==> config.mk <==
export PLATFORM = sky130hd
export DESIGN_NAME = serial_flash_link_modes
export DESIGN_NICKNAME = d
export VERILOG_FILES = /design/src/flash_link_pkg.sv /design/src/serial_flash_link_modes.sv /design/src/edge_sync.sv
export SDC_FILE = /design/constraint.sdc
export NUM_CORES = 1
export LEC_CHECK = 0
export ABC_AREA = 1
export BUFFER_PORTS_ARGS = -buffer_cell sky130_fd_sc_hd__buf_2
export CAP_MARGIN = 25
export CORE_ASPECT_RATIO = 0.5
export CORE_MARGIN = 2
export CORE_UTILIZATION = 65
export CTS_CLUSTER_SIZE = 28
export DETAILED_ROUTE_END_ITERATION = 8
export PLACE_DENSITY_LB_ADDON = 0.15
export REMOVE_ABC_BUFFERS = 1
export SETUP_SLACK_MARGIN = 0.15
export SLEW_MARGIN = 5
export SYNTH_ARGS = -nofsm -noshare
export SYNTH_HDL_FRONTEND = slang
export SYNTH_SLANG_ARGS = --single-unit
==> constraint.sdc <==
create_clock -name mclk_i -period 11.7 [get_ports mclk_i]
set_input_delay 1.17 -clock mclk_i [delete_from_list [all_inputs] [get_ports mclk_i]]
set_output_delay 1.17 -clock mclk_i [all_outputs]
set_load 0.01 [all_outputs]
==> src/flash_link_pkg.sv <==
// Shared constants, command decode and carrier types for the flash link
package flash_link_pkg;

    // Command bytes that change link state
    localparam logic [7:0] CMD_QUAD_ENTER = 8'h35;
    localparam logic [7:0] CMD_QUAD_EXIT = 8'hf5;
    localparam logic [7:0] CMD_RESET_ARM = 8'h66;
    localparam logic [7:0] CMD_RESET_GO = 8'h99;
    localparam logic [7:0] CMD_ADDR4_ENTER = 8'hb7;
    localparam logic [7:0] CMD_ADDR4_EXIT = 8'h29;

    // Geometry and field positions
    localparam int ADDR3_BITS = 24;
    localparam int ADDR4_BITS = 32;
    localparam int PAGE_BYTES = 256;
    localparam int SECTOR_BYTES = 4096;
    localparam int BLOCK32_BYTES = 32768;
    localparam int BLOCK64_BYTES = 65536;
    localparam int BURST_MIN_BYTES = 8;
    localparam int RP_BURST_LSB = 0;
    localparam int RP_WRAP_EN_BIT = 4;
    localparam int RP_PIN_FN_BIT = 7;
    localparam logic [7:0] RP_RESET = 8'h00;
    localparam int DUMMY_CYCLES_DEFAULT = 8;

    typedef enum logic [2:0] {
        OP_CTRL, OP_READ, OP_PROG, OP_ERASE, OP_STATUS, OP_RP_WR, OP_RP_RD
    } op_t;

    typedef enum logic [1:0] {ER_SECTOR, ER_BLK32, ER_BLK64, ER_CHIP} erase_t;

    typedef enum logic [2:0] {
        PH_CMD, PH_ADDR, PH_DUMMY, PH_DIN, PH_DOUT, PH_SKIP
    } phase_t;

    typedef struct packed {
        op_t op;
        logic has_addr;
        logic force4;
        logic [2:0] addr_lanes;
        logic [2:0] data_lanes;
        logic dummy;
        logic ddr;
        erase_t er;
    } cmd_info_t;

    typedef struct packed {
        logic cmd_valid;
        logic [7:0] cmd;
        logic wr_valid;
        logic [7:0] wr_data;
        logic erase_valid;
        erase_t erase_kind;
        logic [31:0] addr;
    } link_evt_t;

    typedef struct packed {
        phase_t ph;
        cmd_info_t info;
        logic quad_command_mode;
        logic addr4;
        logic rst_armed;
        logic [7:0] rparam;
        logic [31:0] sr;
        logic [5:0] cnt;
        logic [31:0] addr;
        logic [7:0] out_sr;
        logic [3:0] out_cnt;
        logic [3:0] line_out;
        logic [3:0] line_oe_n;
        link_evt_t evt;
    } link_state_t;

    // Opcode to transfer shape; anything unknown is a plain control byte
    function automatic cmd_info_t decode(input logic [7:0] c);
        cmd_info_t i;
        i = '{op: OP_CTRL, has_addr: 1'b0, force4: 1'b0, addr_lanes: 3'd1,
              data_lanes: 3'd1, dummy: 1'b0, ddr: 1'b0, er: ER_SECTOR};
        case (c)
            8'h03, 8'h13, 8'h0b, 8'h0c, 8'h0d, 8'h0e, 8'h3b, 8'h3c, 8'h6b,
            8'h6c, 8'hbb, 8'hbc, 8'hbd, 8'hbe, 8'heb, 8'hec, 8'hed,
            8'hee: i.op = OP_READ;
            8'h02, 8'h12, 8'h32, 8'h34: i.op = OP_PROG;
            8'h20, 8'hd7, 8'h21, 8'h52, 8'h5c, 8'hd8, 8'hdc, 8'hc7,
            8'h60: i.op = OP_ERASE;
            8'h05: i.op = OP_STATUS;
            8'hc0, 8'h63, 8'h65: i.op = OP_RP_WR;
            8'h61: i.op = OP_RP_RD;
            default: i.op = OP_CTRL;
        endcase
        i.has_addr = (i.op == OP_READ) || (i.op == OP_PROG) ||
                     ((i.op == OP_ERASE) && (c != 8'hc7) && (c != 8'h60));
        case (c)
            8'h13, 8'h0c, 8'h0e, 8'h3c, 8'h6c, 8'hbc, 8'hbe, 8'hec, 8'hee,
            8'h12, 8'h34, 8'h21, 8'h5c, 8'hdc: i.force4 = 1'b1;
            default: i.force4 = 1'b0;
        endcase
        i.dummy = (i.op == OP_READ) && (c != 8'h03) && (c != 8'h13);
        i.ddr = (c == 8'h0d) || (c == 8'h0e) || (c == 8'hbd) ||
                (c == 8'hbe) || (c == 8'hed) || (c == 8'hee);
        case (c)
            8'hbb, 8'hbc, 8'hbd, 8'hbe: i.addr_lanes = 3'd2;
            8'heb, 8'hec, 8'hed, 8'hee: i.addr_lanes = 3'd4;
            default: i.addr_lanes = 3'd1;
        endcase
        case (c)
            8'h3b, 8'h3c, 8'hbb, 8'hbc, 8'hbd, 8'hbe: i.data_lanes = 3'd2;
            8'h6b, 8'h6c, 8'heb, 8'hec, 8'hed, 8'hee, 8'h32,
            8'h34: i.data_lanes = 3'd4;
            default: i.data_lanes = 3'd1;
        endcase
        case (c)
            8'h52, 8'h5c: i.er = ER_BLK32;
            8'hd8, 8'hdc: i.er = ER_BLK64;
            8'hc7, 8'h60: i.er = ER_CHIP;
            default: i.er = ER_SECTOR;
        endcase
        return i;
    endfunction

endpackage

==> src/serial_flash_link_modes.sv <==
// Serial flash link front end: single, dual, quad, quad command and DTR
`timescale 1ns/1ps
// Notes on behaviour
// - Single mode samples input line on rising edge
// - Read and status data leave on output line
// - Clock modes zero-zero and one-one both work
// - Byte 35h enters quad command mode
// - Quad command mode uses all four lines bidirectionally
// - Byte F5h leaves quad command mode
// - Power-on and 66h-99h reset return link to single mode; pin reset cannot fire in quad command mode
// - Quad command mode takes instruction in two clocks
// - DTR reads move address and data on both edges
// - Dual and quad commands move two or four bits
// - Three or four address bytes by mode or command
// - Program accepts one to 256 bytes per page
// - Erase by 4K sector, 32K, 64K block, chip
// - Read wrap burst of 8, 16, 32, 64 bytes
// - Shared pin is pause or reset, pause default
module serial_flash_link_modes #(
    parameter int DUMMY_CYCLES = flash_link_pkg::DUMMY_CYCLES_DEFAULT
) (
    // Clock, reset, enable
    input wire logic mclk_i,
    input wire logic sys_rst_i,
    input wire logic en_i,
    // Link pins from the host
    input wire logic sclk_i,
    input wire logic cs_n_i,
    // Four data lines: input, output, enable (low drives)
    input wire logic [3:0] quad_line_i,
    output logic [3:0] quad_line_o,
    output logic [3:0] quad_line_oe_n_o,
    // Array side
    input wire logic [7:0] rd_data_i,
    input wire logic [7:0] status_i,
    output logic [31:0] rd_addr_o,
    output flash_link_pkg::link_evt_t evt_o,
    // Mode state
    output logic quad_command_mode_o,
    output logic addr4_mode_o,
    output logic pin_function_select_o
);
    flash_link_pkg::link_state_t s_reg;
    flash_link_pkg::link_state_t s_next;
    logic [5:0] sync_q;
    logic [5:0] sync_rise;
    logic [5:0] sync_fall;
    logic sclk_rise;
    logic sclk_fall;
    logic cs_high;
    logic [3:0] line_q;
    logic quad_busy;
    logic hold_active;
    logic hw_reset;

    // All link pins come from the host's domain
    edge_sync #(.W(6)) pin_sync (
        .mclk_i(mclk_i),
        .sys_rst_i(sys_rst_i),
        .en_i(en_i),
        .d_i({quad_line_i, cs_n_i, sclk_i}),
        .q_o(sync_q),
        .rise_o(sync_rise),
        .fall_o(sync_fall)
    );

    assign sclk_rise = sync_rise[0];
    assign sclk_fall = sync_fall[0];
    assign cs_high = sync_q[1];
    assign line_q = sync_q[5:2];

    // Line 3 is data whenever a four-lane transfer is under way
    assign quad_busy = s_reg.quad_command_mode || ((s_reg.ph != flash_link_pkg::PH_CMD) &&
        ((s_reg.info.addr_lanes == 3'd4) || (s_reg.info.data_lanes == 3'd4)));
    assign hold_active = !quad_busy && !cs_high && !line_q[3] &&
        !s_reg.rparam[flash_link_pkg::RP_PIN_FN_BIT];
    assign hw_reset = !quad_busy && !line_q[3] &&
        s_reg.rparam[flash_link_pkg::RP_PIN_FN_BIT];

    // Shift in 1, 2 or 4 bits; line 0 is the single-mode input
    function automatic logic [31:0] shift_in(input logic [31:0] sr,
                                             input logic [2:0] lanes,
                                             input logic [3:0] ln);
        case (lanes)
            3'd2: return {sr[29:0], ln[1:0]};
            3'd4: return {sr[27:0], ln};
            default: return {sr[30:0], ln[0]};
        endcase
    endfunction

    // Next read address, wrapping inside the burst window when enabled
    function automatic logic [31:0] next_rd(input logic [31:0] a,
                                            input logic [7:0] rp);
        logic [6:0] m;
        logic [31:0] inc;
        logic [31:0] mask;
        m = 7'((7'(flash_link_pkg::BURST_MIN_BYTES)
              << rp[flash_link_pkg::RP_BURST_LSB +: 2]) - 7'd1);
        inc = a + 32'h0000_0001;
        mask = {25'h0, m};
        if (rp[flash_link_pkg::RP_WRAP_EN_BIT]) begin
            return (a & ~mask) | (inc & mask);
        end
        return inc;
    endfunction

    // Protocol engine
    always_comb begin
        logic [2:0] lanes;
        logic [31:0] sh;
        logic [5:0] cnt_add;
        logic [7:0] byte_out;
        logic abits32;
        flash_link_pkg::cmd_info_t ci;
        s_next = s_reg;
        s_next.evt.cmd_valid = 1'b0;
        s_next.evt.wr_valid = 1'b0;
        s_next.evt.erase_valid = 1'b0;
        ci = flash_link_pkg::decode(s_reg.sr[7:0]);
        case (s_reg.ph)
            flash_link_pkg::PH_CMD: lanes = s_reg.quad_command_mode ? 3'd4 : 3'd1;
            flash_link_pkg::PH_ADDR: lanes = s_reg.info.addr_lanes;
            default: lanes = s_reg.info.data_lanes;
        endcase
        sh = shift_in(s_reg.sr, lanes, line_q);
        cnt_add = s_reg.cnt + {3'd0, lanes};
        abits32 = s_reg.addr4 || s_reg.info.force4;
        byte_out = s_reg.out_sr;
        if (cs_high) begin
            // Deselect aborts any frame and frees the lines
            s_next.ph = flash_link_pkg::PH_CMD;
            s_next.cnt = '0;
            s_next.line_oe_n = '1;
        end else if (hold_active) begin
            s_next.line_oe_n = '1; // Paused: clock edges ignored
        end else begin
            case (s_reg.ph)
                flash_link_pkg::PH_CMD: begin
                    // Rising edge only, so mode 3's leading fall is harmless
                    if (sclk_rise) begin
                        s_next.sr = sh;
                        s_next.cnt = cnt_add;
                        if (cnt_add == 6'd8) begin
                            ci = flash_link_pkg::decode(sh[7:0]);
                            if (s_reg.quad_command_mode) begin
                                ci.addr_lanes = 3'd4;
                                ci.data_lanes = 3'd4;
                            end
                            s_next.info = ci;
                            s_next.cnt = '0;
                            s_next.out_cnt = '0;
                            s_next.evt.cmd_valid = 1'b1;
                            s_next.evt.cmd = sh[7:0];
                            s_next.rst_armed =
                                (sh[7:0] == flash_link_pkg::CMD_RESET_ARM);
                            s_next.ph = flash_link_pkg::PH_SKIP;
                            case (ci.op)
                                flash_link_pkg::OP_READ,
                                flash_link_pkg::OP_PROG:
                                    s_next.ph = flash_link_pkg::PH_ADDR;
                                flash_link_pkg::OP_ERASE: begin
                                    if (ci.has_addr) begin
                                        s_next.ph = flash_link_pkg::PH_ADDR;
                                    end else begin
                                        s_next.evt.erase_valid = 1'b1;
                                        s_next.evt.erase_kind = ci.er;
                                    end
                                end
                                flash_link_pkg::OP_STATUS,
                                flash_link_pkg::OP_RP_RD:
                                    s_next.ph = flash_link_pkg::PH_DOUT;
                                flash_link_pkg::OP_RP_WR:
                                    s_next.ph = flash_link_pkg::PH_DIN;
                                default: begin
                                    if (!s_reg.quad_command_mode && sh[7:0] ==
                                        flash_link_pkg::CMD_QUAD_ENTER) begin
                                        s_next.quad_command_mode = 1'b1;
                                    end
                                    if (s_reg.quad_command_mode && sh[7:0] ==
                                        flash_link_pkg::CMD_QUAD_EXIT) begin
                                        s_next.quad_command_mode = 1'b0;
                                    end
                                    if (sh[7:0] == flash_link_pkg::CMD_ADDR4_ENTER) begin
                                        s_next.addr4 = 1'b1;
                                    end
                                    if (sh[7:0] == flash_link_pkg::CMD_ADDR4_EXIT) begin
                                        s_next.addr4 = 1'b0;
                                    end
                                    if (s_reg.rst_armed && sh[7:0] ==
                                        flash_link_pkg::CMD_RESET_GO) begin
                                        s_next.quad_command_mode = 1'b0;
                                        s_next.addr4 = 1'b0;
                                        s_next.rparam = flash_link_pkg::RP_RESET;
                                    end
                                end
                            endcase
                        end
                    end
                end
                flash_link_pkg::PH_ADDR: begin
                    // DTR takes address bits on both edges
                    if (sclk_rise || (s_reg.info.ddr && sclk_fall)) begin
                        s_next.sr = sh;
                        s_next.cnt = cnt_add;
                        if (cnt_add == (abits32 ? 6'(flash_link_pkg::ADDR4_BITS)
                                        : 6'(flash_link_pkg::ADDR3_BITS))) begin
                            s_next.addr = abits32 ? sh : {8'h00, sh[23:0]};
                            s_next.cnt = '0;
                            case (s_reg.info.op)
                                flash_link_pkg::OP_READ:
                                    s_next.ph = s_reg.info.dummy ?
                                        flash_link_pkg::PH_DUMMY :
                                        flash_link_pkg::PH_DOUT;
                                flash_link_pkg::OP_PROG:
                                    s_next.ph = flash_link_pkg::PH_DIN;
                                default: begin
                                    s_next.evt.erase_valid = 1'b1;
                                    s_next.evt.erase_kind = s_reg.info.er;
                                    s_next.evt.addr = s_next.addr;
                                    s_next.ph = flash_link_pkg::PH_SKIP;
                                end
                            endcase
                        end
                    end
                end
                flash_link_pkg::PH_DUMMY: begin
                    if (sclk_rise) begin
                        s_next.cnt = s_reg.cnt + 6'd1;
                        if (s_reg.cnt + 6'd1 == 6'(DUMMY_CYCLES)) begin
                            s_next.ph = flash_link_pkg::PH_DOUT;
                        end
                    end
                end
                flash_link_pkg::PH_DIN: begin
                    if (sclk_rise) begin
                        s_next.sr = sh;
                        s_next.cnt = cnt_add;
                        if (cnt_add == 6'd8) begin
                            s_next.cnt = '0;
                            if (s_reg.info.op == flash_link_pkg::OP_PROG) begin
                                s_next.evt.wr_valid = 1'b1;
                                s_next.evt.wr_data = sh[7:0];
                                s_next.evt.addr = s_reg.addr;
                                // Stay in the page: byte 257 overwrites byte 1
                                s_next.addr = {s_reg.addr[31:8],
                                               s_reg.addr[7:0] + 8'h01};
                            end else begin
                                s_next.rparam = sh[7:0];
                                s_next.ph = flash_link_pkg::PH_SKIP;
                            end
                        end
                    end
                end
                flash_link_pkg::PH_DOUT: begin
                    // Launch on falling edge; DTR launches on both
                    if (sclk_fall || (s_reg.info.ddr && sclk_rise)) begin
                        if (s_reg.out_cnt == 4'd0) begin
                            case (s_reg.info.op)
                                flash_link_pkg::OP_STATUS: byte_out = status_i;
                                flash_link_pkg::OP_RP_RD: byte_out = s_reg.rparam;
                                default: begin
                                    byte_out = rd_data_i;
                                    s_next.addr = next_rd(s_reg.addr,
                                                          s_reg.rparam);
                                end
                            endcase
                        end
                        s_next.line_oe_n = '1;
                        case (s_reg.info.data_lanes)
                            3'd2: begin
                                s_next.line_out[1:0] = byte_out[7:6];
                                s_next.line_oe_n[1:0] = 2'b00;
                            end
                            3'd4: begin
                                s_next.line_out = byte_out[7:4];
                                s_next.line_oe_n = 4'h0;
                            end
                            default: begin
                                s_next.line_out[1] = byte_out[7];
                                s_next.line_oe_n[1] = 1'b0;
                            end
                        endcase
                        s_next.out_sr = 8'(byte_out << s_reg.info.data_lanes);
                        s_next.out_cnt = ((s_reg.out_cnt == 4'd0) ? 4'd8 :
                            s_reg.out_cnt) - {1'b0, s_reg.info.data_lanes};
                    end
                end
                default: s_next.line_oe_n = '1;
            endcase
        end
        if (hw_reset) begin
            s_next.quad_command_mode = 1'b0;
            s_next.addr4 = 1'b0;
            s_next.ph = flash_link_pkg::PH_SKIP;
            s_next.line_oe_n = '1;
        end
    end

    // Single state register; power-on reset lands in single mode
    always_ff @(posedge mclk_i or posedge sys_rst_i) begin
        if (sys_rst_i) begin
            s_reg <= '0;
            s_reg.line_oe_n <= '1;
            s_reg.rparam <= flash_link_pkg::RP_RESET;
        end else if (en_i) begin
            s_reg <= s_next;
        end
    end

    assign quad_line_o = s_reg.line_out;
    assign quad_line_oe_n_o = s_reg.line_oe_n;
    assign rd_addr_o = s_reg.addr;
    assign evt_o = s_reg.evt;
    assign quad_command_mode_o = s_reg.quad_command_mode;
    assign addr4_mode_o = s_reg.addr4;
    assign pin_function_select_o =
        s_reg.rparam[flash_link_pkg::RP_PIN_FN_BIT];
endmodule

==> src/edge_sync.sv <==
// Two-stage input synchroniser with rise and fall detection per bit
`timescale 1ns/1ps
module edge_sync #(
    parameter int W = 6
) (
    // Clock, reset, enable
    input wire logic mclk_i,
    input wire logic sys_rst_i,
    input wire logic en_i,
    // Asynchronous inputs
    input wire logic [W-1:0] d_i,
    // Synchronised level and edges
    output logic [W-1:0] q_o,
    output logic [W-1:0] rise_o,
    output logic [W-1:0] fall_o
);
    logic [W-1:0] meta_reg;
    logic [W-1:0] sync_reg;
    logic [W-1:0] last_reg;

    // First stage feeds only the second stage
    always_ff @(posedge mclk_i or posedge sys_rst_i) begin
        if (sys_rst_i) begin
            meta_reg <= '0;
            sync_reg <= '0;
            last_reg <= '0;
        end else if (en_i) begin
            meta_reg <= d_i;
            sync_reg <= meta_reg;
            last_reg <= sync_reg;
        end
    end

    // Edges compare settled stages only
    assign q_o = sync_reg;
    assign rise_o = sync_reg & ~last_reg;
    assign fall_o = ~sync_reg & last_reg;
endmodule

Word level (Yosys, flattened, before mapping) --
Cells that the tools add are included.
Operators by class: add/sub/neg operators 6, multipliers 0, div/mod/pow operators 0, $lt $le $gt $ge 0, equal/unequal tests 104, shift operators 2, multiplexer cells 117, bitwise gates (word level) 11, reduce and logical (&&, ||, !) cells 86
Operators with widths (count):
- $mux W32 | 8
- $pmux W32 S3 | 2
- $eq A8 B8 Y1 const B | 16
- $pmux W32 S2 | 2
- $mux W115 | 1
- $mux W53 | 2
- $mux W35 | 3
- $mux W8 | 11
- $mux W78 | 1
- $mux W38 | 2
- $eq A8 B7 Y1 const B | 9
- $mux W70 | 1
- $mux W67 | 1
- $eq A8 B6 Y1 const B | 8
- $mux W3 | 21
- $mux W9 | 7
- $mux W52 | 1
- $mux W43 | 1
- $add A32 B1 Y32 const B | 1
- $and A32 B32 Y32 | 1
- $and A32 B7 Y32 | 1
- $eq A8 B4 Y1 const B | 4
- $not A7 Y32 | 1
- $or A32 B32 Y32 | 1
- other kinds (69) | 220
Storage, ports and cells: register bits after elaboration 185, bits in latches 0, bits in writable memories 0, memory bits (read-only) 0, input port bits 25, output and inout port bits 96, memories 0

Depth between registers and ports, before layout --
Gate-level depths: netlist of the first run.
depth after elaboration 24, gate-level depth with buffers 25, gate-level depth less buffers 24

Cells and area by module --
A second synthesis of the first run with hierarchy kept.
Unflattened totals: cells, all modules 1593, area, all modules 12235.5 µm²
Modules (own cells, without submodules):
- serial_flash_link_modes | instances 1, cells each 1492, area an instance 11384.7 µm²
- edge_sync | instances 1, cells each 101, area an instance 850.8 µm²

Worst setup path before layout of the first run --
No wires, ideal clock.
kind register -> register, from register s_reg[169] in the netlist's numbering, to register s_reg[151] in the netlist's numbering, library setup time 0.131 ns, data arrival time 3.417 ns, required time 11.569 ns, slack 8.152 ns, stages on the path, launching flop included 24, buffers on the path 3, clock period less this slack 3.548 ns, cells stage by stage dfrtp_1 buf_6 nor2_4 nand3_2 nand3_2 ha_1 inv_1 fa_1 or2_1 a21oi_1 xor2_1 inv_1 nor2_1 nand3_1 nor2_1 inv_1 nor2_1 inv_1 nor2_1 inv_2 buf_2 buf_6 nand2_1 o21ai_0
Between the ends: cells in the longest elaborated chain, start to end 9, elaborated cells on any way between the ends 18, those cells by class add/sub: 1; eq/ne: 5; mux: 2; bitwise: 1; reduce/logical: 9
RTL lines:
- start: declaration | RTL line serial_flash_link_modes.sv:43 | flash_link_pkg::link_state_t s_reg;
- start signal: assignment | RTL line serial_flash_link_modes.sv:306 | s_reg <= s_next;
- branches (longest 9 deep; another with $add A6 B3 Y6)
Parallel ways; which one is timed is not known. A chain may end at the register's enable or synchronous reset.

Worst setup path in the final report of the first run --
from register s_reg[169] in the netlist's numbering, to register s_reg[157] in the netlist's numbering
Between the ends: cells in the longest elaborated chain, start to end 15, elaborated cells on any way between the ends 68, those cells by class add/sub: 1; eq/ne: 43; mux: 8; bitwise: 1; reduce/logical: 15
RTL lines:
- $eq A3 B1 Y1 or $logic_not A3 Y1 (tied branches) | RTL line serial_flash_link_modes.sv:120, serial_flash_link_modes.sv:137
- $pmux W3 S2 | RTL line serial_flash_link_modes.sv:120 | case (s_reg.ph)
- $eq A3 B3 Y1 or $eq A3 B2 Y1 (tied branches) | RTL line serial_flash_link_modes.sv:84 | case (lanes)
- $pmux W32 S2 | RTL line serial_flash_link_modes.sv:84
- $eq A8 B4 Y1 (tied with other cells) | RTL line flash_link_pkg.sv:79 | case (c)
- $reduce_or A18 Y1 (tied with other cells) | RTL line flash_link_pkg.sv:79
- $pmux W3 S6 | RTL line flash_link_pkg.sv:79
- $mux W3 | RTL line serial_flash_link_modes.sv:143 | if (cnt_add == 6'd8) begin
- $mux W3 | RTL line serial_flash_link_modes.sv:140 | if (sclk_rise) begin
- $mux W3 | RTL line serial_flash_link_modes.sv:137 | case (s_reg.ph)
- $mux W3 | RTL line serial_flash_link_modes.sv:134 | end else if (hold_active) begin
- $mux W3 | RTL line serial_flash_link_modes.sv:129 | if (cs_high) begin
- $eq A3 B1 Y1 | RTL line flash_link_pkg.sv:98 | i.dummy = (i.op == OP_READ) && (c != 8'h03) && (c != 8'h13);
- $logic_and A1 B1 Y1 (2 in a row) | RTL line flash_link_pkg.sv:98
Several ways; a longest one is shown, not always the timed one. The select of a mux whose other input is x is not followed.

==> results of run 1 <==
cell usage after synthesis, types with 6 or more instances:
cell type / number
buf_4: 93
nand2_1: 263
nand3_4: 6
o21ai_1: 8
inv_1: 209
nor2_4: 11
buf_2: 10
nand2_2: 9
o21ai_0: 139
ha_1: 8
nand4_1: 15
buf_6: 6
nor2_1: 116
a21oi_1: 92
nand2_4: 6
o31ai_1: 9
mux2i_1: 38
a22oi_1: 10
nand3_2: 14
o211ai_1: 8
a32oi_1: 7
dfrtp_1: 179
mux2_2: 6
xor2_1: 15
o22ai_1: 59
nor3_1: 25
nor2_2: 8
clkbuf_1: 36
nand3_1: 68
inv_2: 11
nor4_1: 6
a31oi_1: 9
o32ai_1: 7
routing by layer:
layer  wire length, um  global-route usage
met1             14840              0.5158
met2             15900              0.5843
met3              3942             0.07930
met4              1130              0.1410
met5                 0                   0
kinds of logic (layout without fill, tap and decap cells):
group,after synthesis,after routing
mux,44,44
fa+ha+maj,10,10
simple gates,558,558
buf+inv,375,390
compound gates,379,379
other cells,0,1
flops,182,182
xor+xnor,16,16
worst max-delay path, cell delays in order, from the launching register on:
cell and delay (ps):
dfrtp_1 570, nor2_4 110, nand2_4 170, nand3_2 130, nand3_2 150, ha_1 200
inv_1 60, fa_1 370, or2_1 260, a21oi_1 170, xor2_1 270, inv_1 100
nor2_1 160, nand3_1 150, nor2_1 220, inv_1 120, nor2_1 130, inv_1 70
nor2_1 650, inv_2 430, nor3_1 340, o311ai_1 170, o21ai_1 100
power groups by stage:
stage          sequential [uW]  combinational (uW)  clock (uW)
2_1_floorplan              905                1140           0
3_3_place_gp               903                1620           0
3_5_place_dp               911                1640           0
4_1_cts                    900                1650         651
5_1_grt                    921                1860         672
6_report                   906                1710         647
cells in the final DEF (no fill, tap or decap), types with 17 or more instances in the layout:
cell / netlist / layout
a21oi_1: 92 / 92
buf_2: 10 / 120
mux2i_1: 38 / 38
o22ai_1: 59 / 59
nor2_1: 116 / 116
inv_1: 209 / 208
nor3_1: 25 / 25
dfrtp_1: 179 / 179
o21ai_0: 139 / 139
nand2_1: 263 / 262
nand3_1: 68 / 68
clkbuf_16: 0 / 17
path summary, 6_finish.rpt:
kind | start | to
worst max-delay path | s_reg[169] | s_reg[157]
worst min-delay path | pin_sync.meta_reg[5] | pin_sync.q_o[5]
worst max register to register | s_reg[169] | s_reg[157]
worst min register to register | pin_sync.meta_reg[5] | pin_sync.q_o[5]
max in group asynchronous | sys_rst_i | s_reg[61]
min in group asynchronous | sys_rst_i | evt_o[15]
layout make-up:
cell class / instances / area [um^2]
clock buffer: 17 / 425.4
multi-input combinational: 1007 / 5650
tap: 240 / 300.3
fill: 1492 / 5483
timing repair buffer: 132 / 750.7
antenna: 1 / 2.502
clock inverter: 15 / 231.5
inverter: 226 / 859.6
sequential: 182 / 4558
metrics by stage:
stage	instance area (um^2)	util	power, uW	hold slack [ps]	cells
6_report	12780	0.6998	3259	478.7	1820
5_1_grt	12780	0.6996	3452	508.8	1819
4_1_cts	12690	0.6951	3197	486.6	1816
3_5_place_dp	12040	0.6591	2550	467.3	1784
3_3_place_gp	12040	0.6591	2520	454.5	1784
2_1_floorplan	11050	-	2041	443.8	1415
==> flow_metrics.py, run 1 <==
metrics = {
    "global_route": {
        "grt_pass1_wl_mm": 57.21,
        "antenna_found_initial": 1,
        "gr-usage-all-layers": 0.3735,
        "gr-total-overflow": 0,
        "grt_pass1_vias": 10730,
        "grt_max_degree": 109,
    },
    "pwr": {
        "powerDensity_nw_per_um2": 255.0,
        "p_int_uw": 1597,
        "p_sw_frac": 0.5101,
        "clkPwrFrac": 0.199,
        "peakVddDrop_mv": 0.1295,
        "p_sw_uw": 1662,
        "share_comb_of_total_power": 0.523,
        "p_leak_uw": 0.006628,
        "seqPwrFrac": 0.278,
    },
    "synth": {
        "dominantRegCellSynth": "dfrtp_1",
        "synth_top_area_frac": 0.3719,
        "synth_area_leader_cell": "dfrtp_1",
        "synth_seq_cells": 182,
        "synth-async-reset-ratio": 1.000,
        "netlist_area_um2": 12040,
        "muxShareOfSynthArea": 0.03719,
        "synth_fa_ha_area_frac": 0.01164,
        "ys_warn_count": 0,
        "synth_area_per_cell_um2": 7.700,
        "ys_seq_area_frac": 0.3785,
        "synth_cell_type_count": 63,
        "synth_edf_count": 0,
        "synth_area_leaders": "dfrtp_1, nand2_1, inv_1",
        "synth_top_family_by_area": "simple AND/OR/NAND/NOR gates",
        "synth_xor_area_frac": 0.01164,
        "synthCells": 1564,
        "synth-simple-area-share": 0.2236,
        "synth-compound-area-share": 0.1844,
    },
    "worst_setup_path": {
        "worstPathRequired_ps": 12070,
        "cp_max_fo": 30,
        "r2r_slack_ps": 6510,
        "rr_worst_depth": 22,
        "crit_type": "flip-flop to flip-flop",
        "critPathLaunchType": "flip-flop",
        "crit_arrival_ps": 5570,
        "crit_path_end_kind": "flip-flop",
    },
    "timing": {
        "worst_clock_skew_ps": 12.96,
        "rsz0062_at_grt": "false",
        "hold_violations": 0,
        "min_period_ps": 5194,
        "max_slew_margin": 0.3451,
        "fmax_mhz": 192.5,
        "slew_viol_final": 0,
        "setup-tns-final_ps": 0,
        "worst_slack_ps": 6506,
        "setup_viol": 0,
        "fin_crit_sh": 0.4439,
        "tightest_slew_ps": 974.2,
    },
    "clock_tree": {
        "cts_setup_buffers": 0,
        "cts-root-buf": "clkbuf_16",
        "clock-sinks": 182,
        "post_cts_resized": 0,
        "clkTransAtPathRegs_ps": 70,
        "cts_made_buffers": 17,
        "cts_hold_buffers": 0,
        "cts_tree": "yes",
        "clk_path_buf_depth": 2,
        "insertion_delay_ps": 450,
        "cts_htree_levels": 4,
    },
    "worst_hold_path": {
        "hold_path.class": "flip-flop to flip-flop",
        "worstHoldPathCells": 2,
    },
    "detailed_routing": {
        "post-route-drc-count": 0,
        "via_per_inst": 6.253,
        "firstDrtPassIters": 6,
        "first_iter_violations": 1345,
        "antenna_left": 0,
        "vias": 11380,
        "wire_per_inst_um": 19.68,
        "routed_wl_mm": 35.82,
    },
    "floorplanning": {
        "num_io_pins": 121,
        "start_util": 0.6595,
        "die_y_um": 100.3,
        "dieWidth_um": 196.5,
        "row_count": 35,
        "dieArea_um2": 19700,
        "core-area_um2": 18260,
    },
    "placement": {
        "hpwl_mm": 26.06,
        "port_buffers": 120,
        "pre_cts_slack_ps": 6684,
        "gp_congestion": 1.004,
    },
    "job": {
        "cap_violations": 0,
    },
    "status": {
        "outcome": "complete, no violations",
    },
    "layout": {
        "area_growth_syn_to_layout_pct": 6.109,
        "layout-drive-gt1-share": 0.1615,
        "fin_nets": 1601,
        "largest_reg_flops": 74,
    },
}
Power figures use the tool's default switching activity.
==> run 2: changes to the inputs <==
--- a/config.mk
+++ b/config.mk
@@ -10,7 +10,7 @@
 export CAP_MARGIN = 25
 export CORE_ASPECT_RATIO = 0.5
 export CORE_MARGIN = 2
-export CORE_UTILIZATION = 65
+export CORE_UTILIZATION = 60
 export CTS_CLUSTER_SIZE = 28
 export DETAILED_ROUTE_END_ITERATION = 8
 export PLACE_DENSITY_LB_ADDON = 0.15
==> constraint.sdc (replaced) <==
create_clock -name mclk_i -period 5 [get_ports mclk_i]
set_input_delay 0.5 -clock mclk_i [delete_from_list [all_inputs] [get_ports mclk_i]]
set_output_delay 0.5 -clock mclk_i [all_outputs]
set_load 0.01 [all_outputs]
==> run 2 against run 1 <==
- sequential cell count is the same
- worst setup slack lost 5900 ps
- cell area shrank 0.41%
- global-route usage shrank 2.3 points
- sequential share of layout area grew 0.15 points
- hold slack lost 210 ps
==> flow_metrics.py, run 2 (same netlist as run 1, synthesis figures left out) <==
metrics = {
    "status": {
        "outcome": "complete, no violations",
    },
    "pwr": {
        "p_int_uw": 3674,
        "p_total_uw": 7501,
        "seqPwrFrac": 0.283,
        "share_comb_of_total_power": 0.532,
        "clkPwrFrac": 0.185,
        "p_sw_frac": 0.5102,
        "p_sw_uw": 3827,
        "powerDensity_nw_per_um2": 589.4,
        "p_leak_uw": 0.006592,
        "peakVddDrop_mv": 0.3114,
    },
    "placement": {
        "hpwl_mm": 26.52,
        "port_buffers": 120,
        "gp_congestion": 0.9398,
    },
    "timing": {
        "slew_viol_final": 0,
        "rsz0062_at_grt": "false",
        "max_slew_margin": 0.3863,
        "tightest_slew_ps": 919.5,
        "fin_crit_sh": 0.8806,
        "fmax_mhz": 227.1,
        "min_period_ps": 4403,
        "setup_viol": 0,
        "hold_violations": 0,
        "worst_clock_skew_ps": 13.98,
    },
    "floorplanning": {
        "dieWidth_um": 204.4,
        "row_count": 36,
        "dieArea_um2": 21290,
        "die_y_um": 104.2,
        "core-area_um2": 19550,
        "start_util": 0.6160,
        "num_io_pins": 121,
    },
    "worst_setup_path": {
        "crit_top_cell": "nand2_1",
        "crit_slowest_cell": "dfrtp_1",
        "worstPathRequired_ps": 5330,
        "cp_max_fo": 12,
        "crit_chain": "nor2_4 -> nand2_4 -> nand3_2 -> nand3_2 -> ha_1 -> inv_1 -> fa_1 -> or2_1 -> a21oi_1 -> xor2_1 -> nand2_1 -> o21ai_0 -> nand2_1 -> nand2_1 -> nand2_1 -> inv_1 -> nand2_1 -> inv_1 -> o21ai_0 -> a21oi_1 -> a21oi_1",
        "crit_path_end_kind": "flip-flop",
        "crit_arrival_ps": 4730,
        "critPathLaunchType": "flip-flop",
        "slowest_delay_ps": 600,
        "crit_type": "flip-flop to flip-flop",
    },
    "layout": {
        "layout_commonest_cell": "nand2_1",
        "fin_nets": 1604,
        "antenna_cells": 0,
        "ff_latch_area_um2": 4558,
        "area_growth_syn_to_layout_pct": 5.673,
        "nFillCells": 1751,
        "layout-drive-gt1-share": 0.1612,
        "multi_input_area_um2": 5650,
        "largest_reg_flops": 74,
        "utilization": 0.6510,
        "mostFrequentLayoutCells": "nand2_1, inv_1, dfrtp_1",
    },
    "detailed_routing": {
        "vias": 11200,
        "routed_wl_mm": 36.49,
        "antenna_left": 0,
        "via_per_inst": 6.061,
        "post-route-drc-count": 0,
        "first_iter_violations": 1279,
        "wire_per_inst_um": 19.75,
        "firstDrtPassIters": 5,
    },
    "global_route": {
        "gr-usage-all-layers": 0.3505,
        "grt_pass1_vias": 10620,
        "antenna_found_initial": 0,
        "grt_pass1_wl_mm": 57.94,
        "grt_max_degree": 141,
        "gr-total-overflow": 0,
    },
    "clock_tree": {
        "cts_setup_buffers": 0,
        "insertion_delay_ps": 460,
        "cts-root-buf": "clkbuf_16",
        "clk_path_buf_depth": 2,
        "cts_hold_buffers": 0,
        "cts_tree": "yes",
        "cts_htree_levels": 4,
        "cts_made_buffers": 17,
        "clkTransAtPathRegs_ps": 70,
        "post_cts_resized": 0,
        "clock-sinks": 182,
    },
    "worst_hold_path": {
        "hold_path.class": "input pin to flip-flop",
    },
    "job": {
        "cap_violations": 0,
    },
}
-- run 2: cell count changes in the layout (fill, tap and decap cells not counted) --
cell           delta
inv_6             +3
clkinv_4          -1
clkbuf_1          +2
dlygate4sd3_1     +1
inv_8             -4
buf_16            -2
diode_2           -1
clkinv_8          -3
clkinvlp_4        +1
clkbuf_8          +1
buf_4             +4
bufinv_16         -1
clkinv_2          +2
-- run 2: stage by stage --
stage	hold WS [ps]	setup TNS, ps	std cells	cell area, um^2	setup WS, ps
after floorplan	443.8	-78530	1415	11050	-438.7
after global placement	459.4	0	1814	12100	883.8
after global routing	269.8	0	1848	12730	160.0
after detailed placement	469.4	0	1814	12100	731.6
after CTS	259.6	0	1846	12690	694.1
final	272.0	0	1848	12730	597.1
-- run 2: power by group through the flow --
stage	clock [uW]	combinational [uW]	sequential, uW
global route	1460	4360	2160
global placement	0	3830	2120
CTS	1400	3890	2110
finish	1390	3990	2120
floorplan	0	2660	2120
detailed placement	0	3870	2130
-- run 2: layout make-up --
class                           count  area share
Clock buffer                       20     0.03510
Clock inverter                     12     0.01101
Inverter                          226     0.06774
Multi-Input combinational cell   1007      0.4440
Sequential cell                   182      0.3582
Tap cell                          266     0.02615
Timing Repair Buffer              135     0.05781
-- run 2: final timing paths --
check                           slack (ps)                    to  cells after the start      startpoint
worst max register to register         600         rd_addr_o[22]                     21      s_reg[169]
worst min-delay path                   270  pin_sync.meta_reg[2]                      2  quad_line_i[0]
min in group asynchronous              540             evt_o[16]                      3       sys_rst_i
worst max-delay path                   600         rd_addr_o[22]                     21      s_reg[169]
worst min register to register         480             evt_o[28]                      2       evt_o[28]
max in group asynchronous             2990            s_reg[119]                      5       sys_rst_i
-- run 2: critical path, delay by kind of cell (launching register included) --
family | cells | cell delay, ps
XOR/XNOR | 1 | 240
flip-flops | 1 | 600
buffers and inverters | 3 | 510
adder cells (fa/ha/maj) | 2 | 560
AND/OR/NAND/NOR | 10 | 1600
AO/OA/AOI/OAI | 5 | 770
-- run 2: routing by layer --
metal / global-route usage / wire length, um
met1: 0.4984 / 15980
met2: 0.5264 / 16200
met3: 0.08741 / 3440
met4: 0.1077 / 874
met5: 0 / 0
==> run 3: changes to the inputs <==
--- a/config.mk
+++ b/config.mk
@@ -10,7 +10,7 @@
 export CAP_MARGIN = 25
 export CORE_ASPECT_RATIO = 0.5
 export CORE_MARGIN = 2
-export CORE_UTILIZATION = 60
+export CORE_UTILIZATION = 30
 export CTS_CLUSTER_SIZE = 28
 export DETAILED_ROUTE_END_ITERATION = 8
 export PLACE_DENSITY_LB_ADDON = 0.15
==> run 3 against run 2 <==
- combinational power grew 3%
- non-clock buffer count grew 7
- sequential cell count stayed put
- critical endpoint is now s_reg[157]
- routed wire length rose by 9.9%
==> flow_metrics.py, run 3 (same netlist as run 1, synthesis figures left out) <==
metrics = {
    "global_route": {
        "grt_max_degree": 135,
        "gr-usage-all-layers": 0.1944,
        "grt_pass1_wl_mm": 62.65,
        "gr-total-overflow": 0,
        "antenna_found_initial": 0,
        "grt_pass1_vias": 10420,
    },
    "detailed_routing": {
        "routed_wl_mm": 40.11,
        "post-route-drc-count": 0,
        "firstDrtPassIters": 6,
        "vias": 10640,
        "via_per_inst": 5.021,
        "antenna_left": 0,
        "wire_per_inst_um": 18.93,
        "first_iter_violations": 1078,
    },
    "layout": {
        "antenna_cells": 0,
        "fin_area_um2": 13130,
        "layout-drive-gt1-share": 0.1668,
        "layout_commonest_cell": "nand2_1",
        "area_growth_syn_to_layout_pct": 8.987,
        "utilization": 0.3344,
        "nFillCells": 4224,
        "mostFrequentLayoutCells": "nand2_1, inv_1, dfrtp_1",
        "largest_reg_flops": 74,
        "fin_nets": 1611,
    },
    "placement": {
        "place_area_um2": 12500,
        "gp_congestion": 0.9332,
        "port_buffers": 120,
        "hpwl_mm": 29.39,
    },
    "clock_tree": {
        "cts_tree": "yes",
        "insertion_delay_ps": 460,
        "cts-root-buf": "clkbuf_16",
        "cts_made_buffers": 17,
        "cts_htree_levels": 4,
        "clkTransAtPathRegs_ps": 70,
        "clk_path_buf_depth": 2,
        "clock-sinks": 182,
    },
    "timing": {
        "max_slew_margin": 0.3030,
        "fin_crit_sh": 0.8553,
        "min_period_ps": 4276,
        "slew_viol_final": 0,
        "worst_clock_skew_ps": 17.15,
        "fmax_mhz": 233.8,
        "setup_viol": 0,
        "setup-tns-final_ps": 0,
        "tightest_slew_ps": 1044,
        "whs_ps": 253.8,
        "rsz0062_at_grt": "false",
        "hold_violations": 0,
    },
    "worst_setup_path": {
        "cp_max_fo": 30,
        "crit_path_end_kind": "flip-flop",
        "critPathLaunchType": "flip-flop",
        "worstPathRequired_ps": 5380,
        "crit_arrival_ps": 4660,
        "crit_type": "flip-flop to flip-flop",
    },
    "worst_hold_path": {
        "hold_path.class": "input pin to flip-flop",
    },
    "floorplanning": {
        "row_count": 51,
        "num_io_pins": 121,
        "start_util": 0.3069,
        "dieArea_um2": 41860,
        "dieWidth_um": 287.3,
        "die_y_um": 145.7,
        "core-area_um2": 39240,
    },
    "status": {
        "outcome": "complete, no violations",
    },
    "pwr": {
        "p_leak_uw": 0.006626,
        "powerDensity_nw_per_um2": 580.9,
        "peakVddDrop_mv": 0.2128,
        "p_total_uw": 7625,
    },
    "job": {
        "cap_violations": 0,
    },
}
run 3: per-stage QoR:
step / worst slack [ps] / std cells
finish: 723.7 / 2119
CTS: 680.9 / 2117
global placement: 821.3 / 2085
floorplan: -438.7 / 1415
detailed placement: 705.2 / 2085
global route: 207.4 / 2119
run 3: layout make-up:
| cell class | instances | area, um^2 | area share |
|---|---|---|---|
| flip-flops and latches | 182 | 4559 | 0.3474 |
| clock buffers | 19 | 442.9 | 0.03375 |
| multi-input cells | 1007 | 5653 | 0.4307 |
| well taps | 530 | 663.1 | 0.05052 |
| clock inverters | 13 | 143.9 | 0.01096 |
| repair buffers | 142 | 800.8 | 0.06101 |
| inverters | 226 | 862.1 | 0.06568 |
run 3: power by group:
group,total [uW],internal [uW],switching [uW]
clock network,1400,756,649
registers,2130,1800,332
logic,4090,1140,2950
total,7620,3690,3930
run 3: critical path, cell delays in order (launching register included):
cell      delay [ps]
dfrtp_2          490
nor2_4           200
nand3_2          160
nand3_2          180
ha_1             190
inv_1             50
fa_1             370
or2_1            260
a21oi_1          160
xor2_1           250
inv_1             90
nor2_1           160
nand3_1          200
nor2_1           230
inv_1            100
nor2_1           140
inv_1             70
nor2_1           140
inv_2            220
nor3_1           270
o311ai_1         160
o21ai_1          100
run 3: worst paths after layout:
check	startpoint	slack, ps	cells after the start	endpoint
max	s_reg[169]	720	21	s_reg[157]
min	quad_line_i[2]	250	3	pin_sync.meta_reg[4]
max reg2reg	s_reg[169]	720	21	s_reg[157]
min reg2reg	evt_o[10]	480	2	evt_o[10]
max in group asynchronous	sys_rst_i	3290	5	pin_sync.meta_reg[0]
min in group asynchronous	sys_rst_i	520	3	evt_o[14]
run 3: metal layers:
metal / wire [um] / vias up / GRT usage
met5: 0 / - / 0
met1: 20070 / 5156 / 0.2894
met4: 394 / 0 / 0.03958
li1: - / 5188 / -
met3: 1934 / 22 / 0.03715
met2: 17710 / 273 / 0.2904
run 3: repair_timing:
action | 4_1_cts | 5_1_grt
setup endpoints to repair | 0 | 1
endpoints found under the hold margin | 0 | 21
buffers inserted | 0 | 0
resized for setup | 0 | 1
hold buffers | 0 | 1
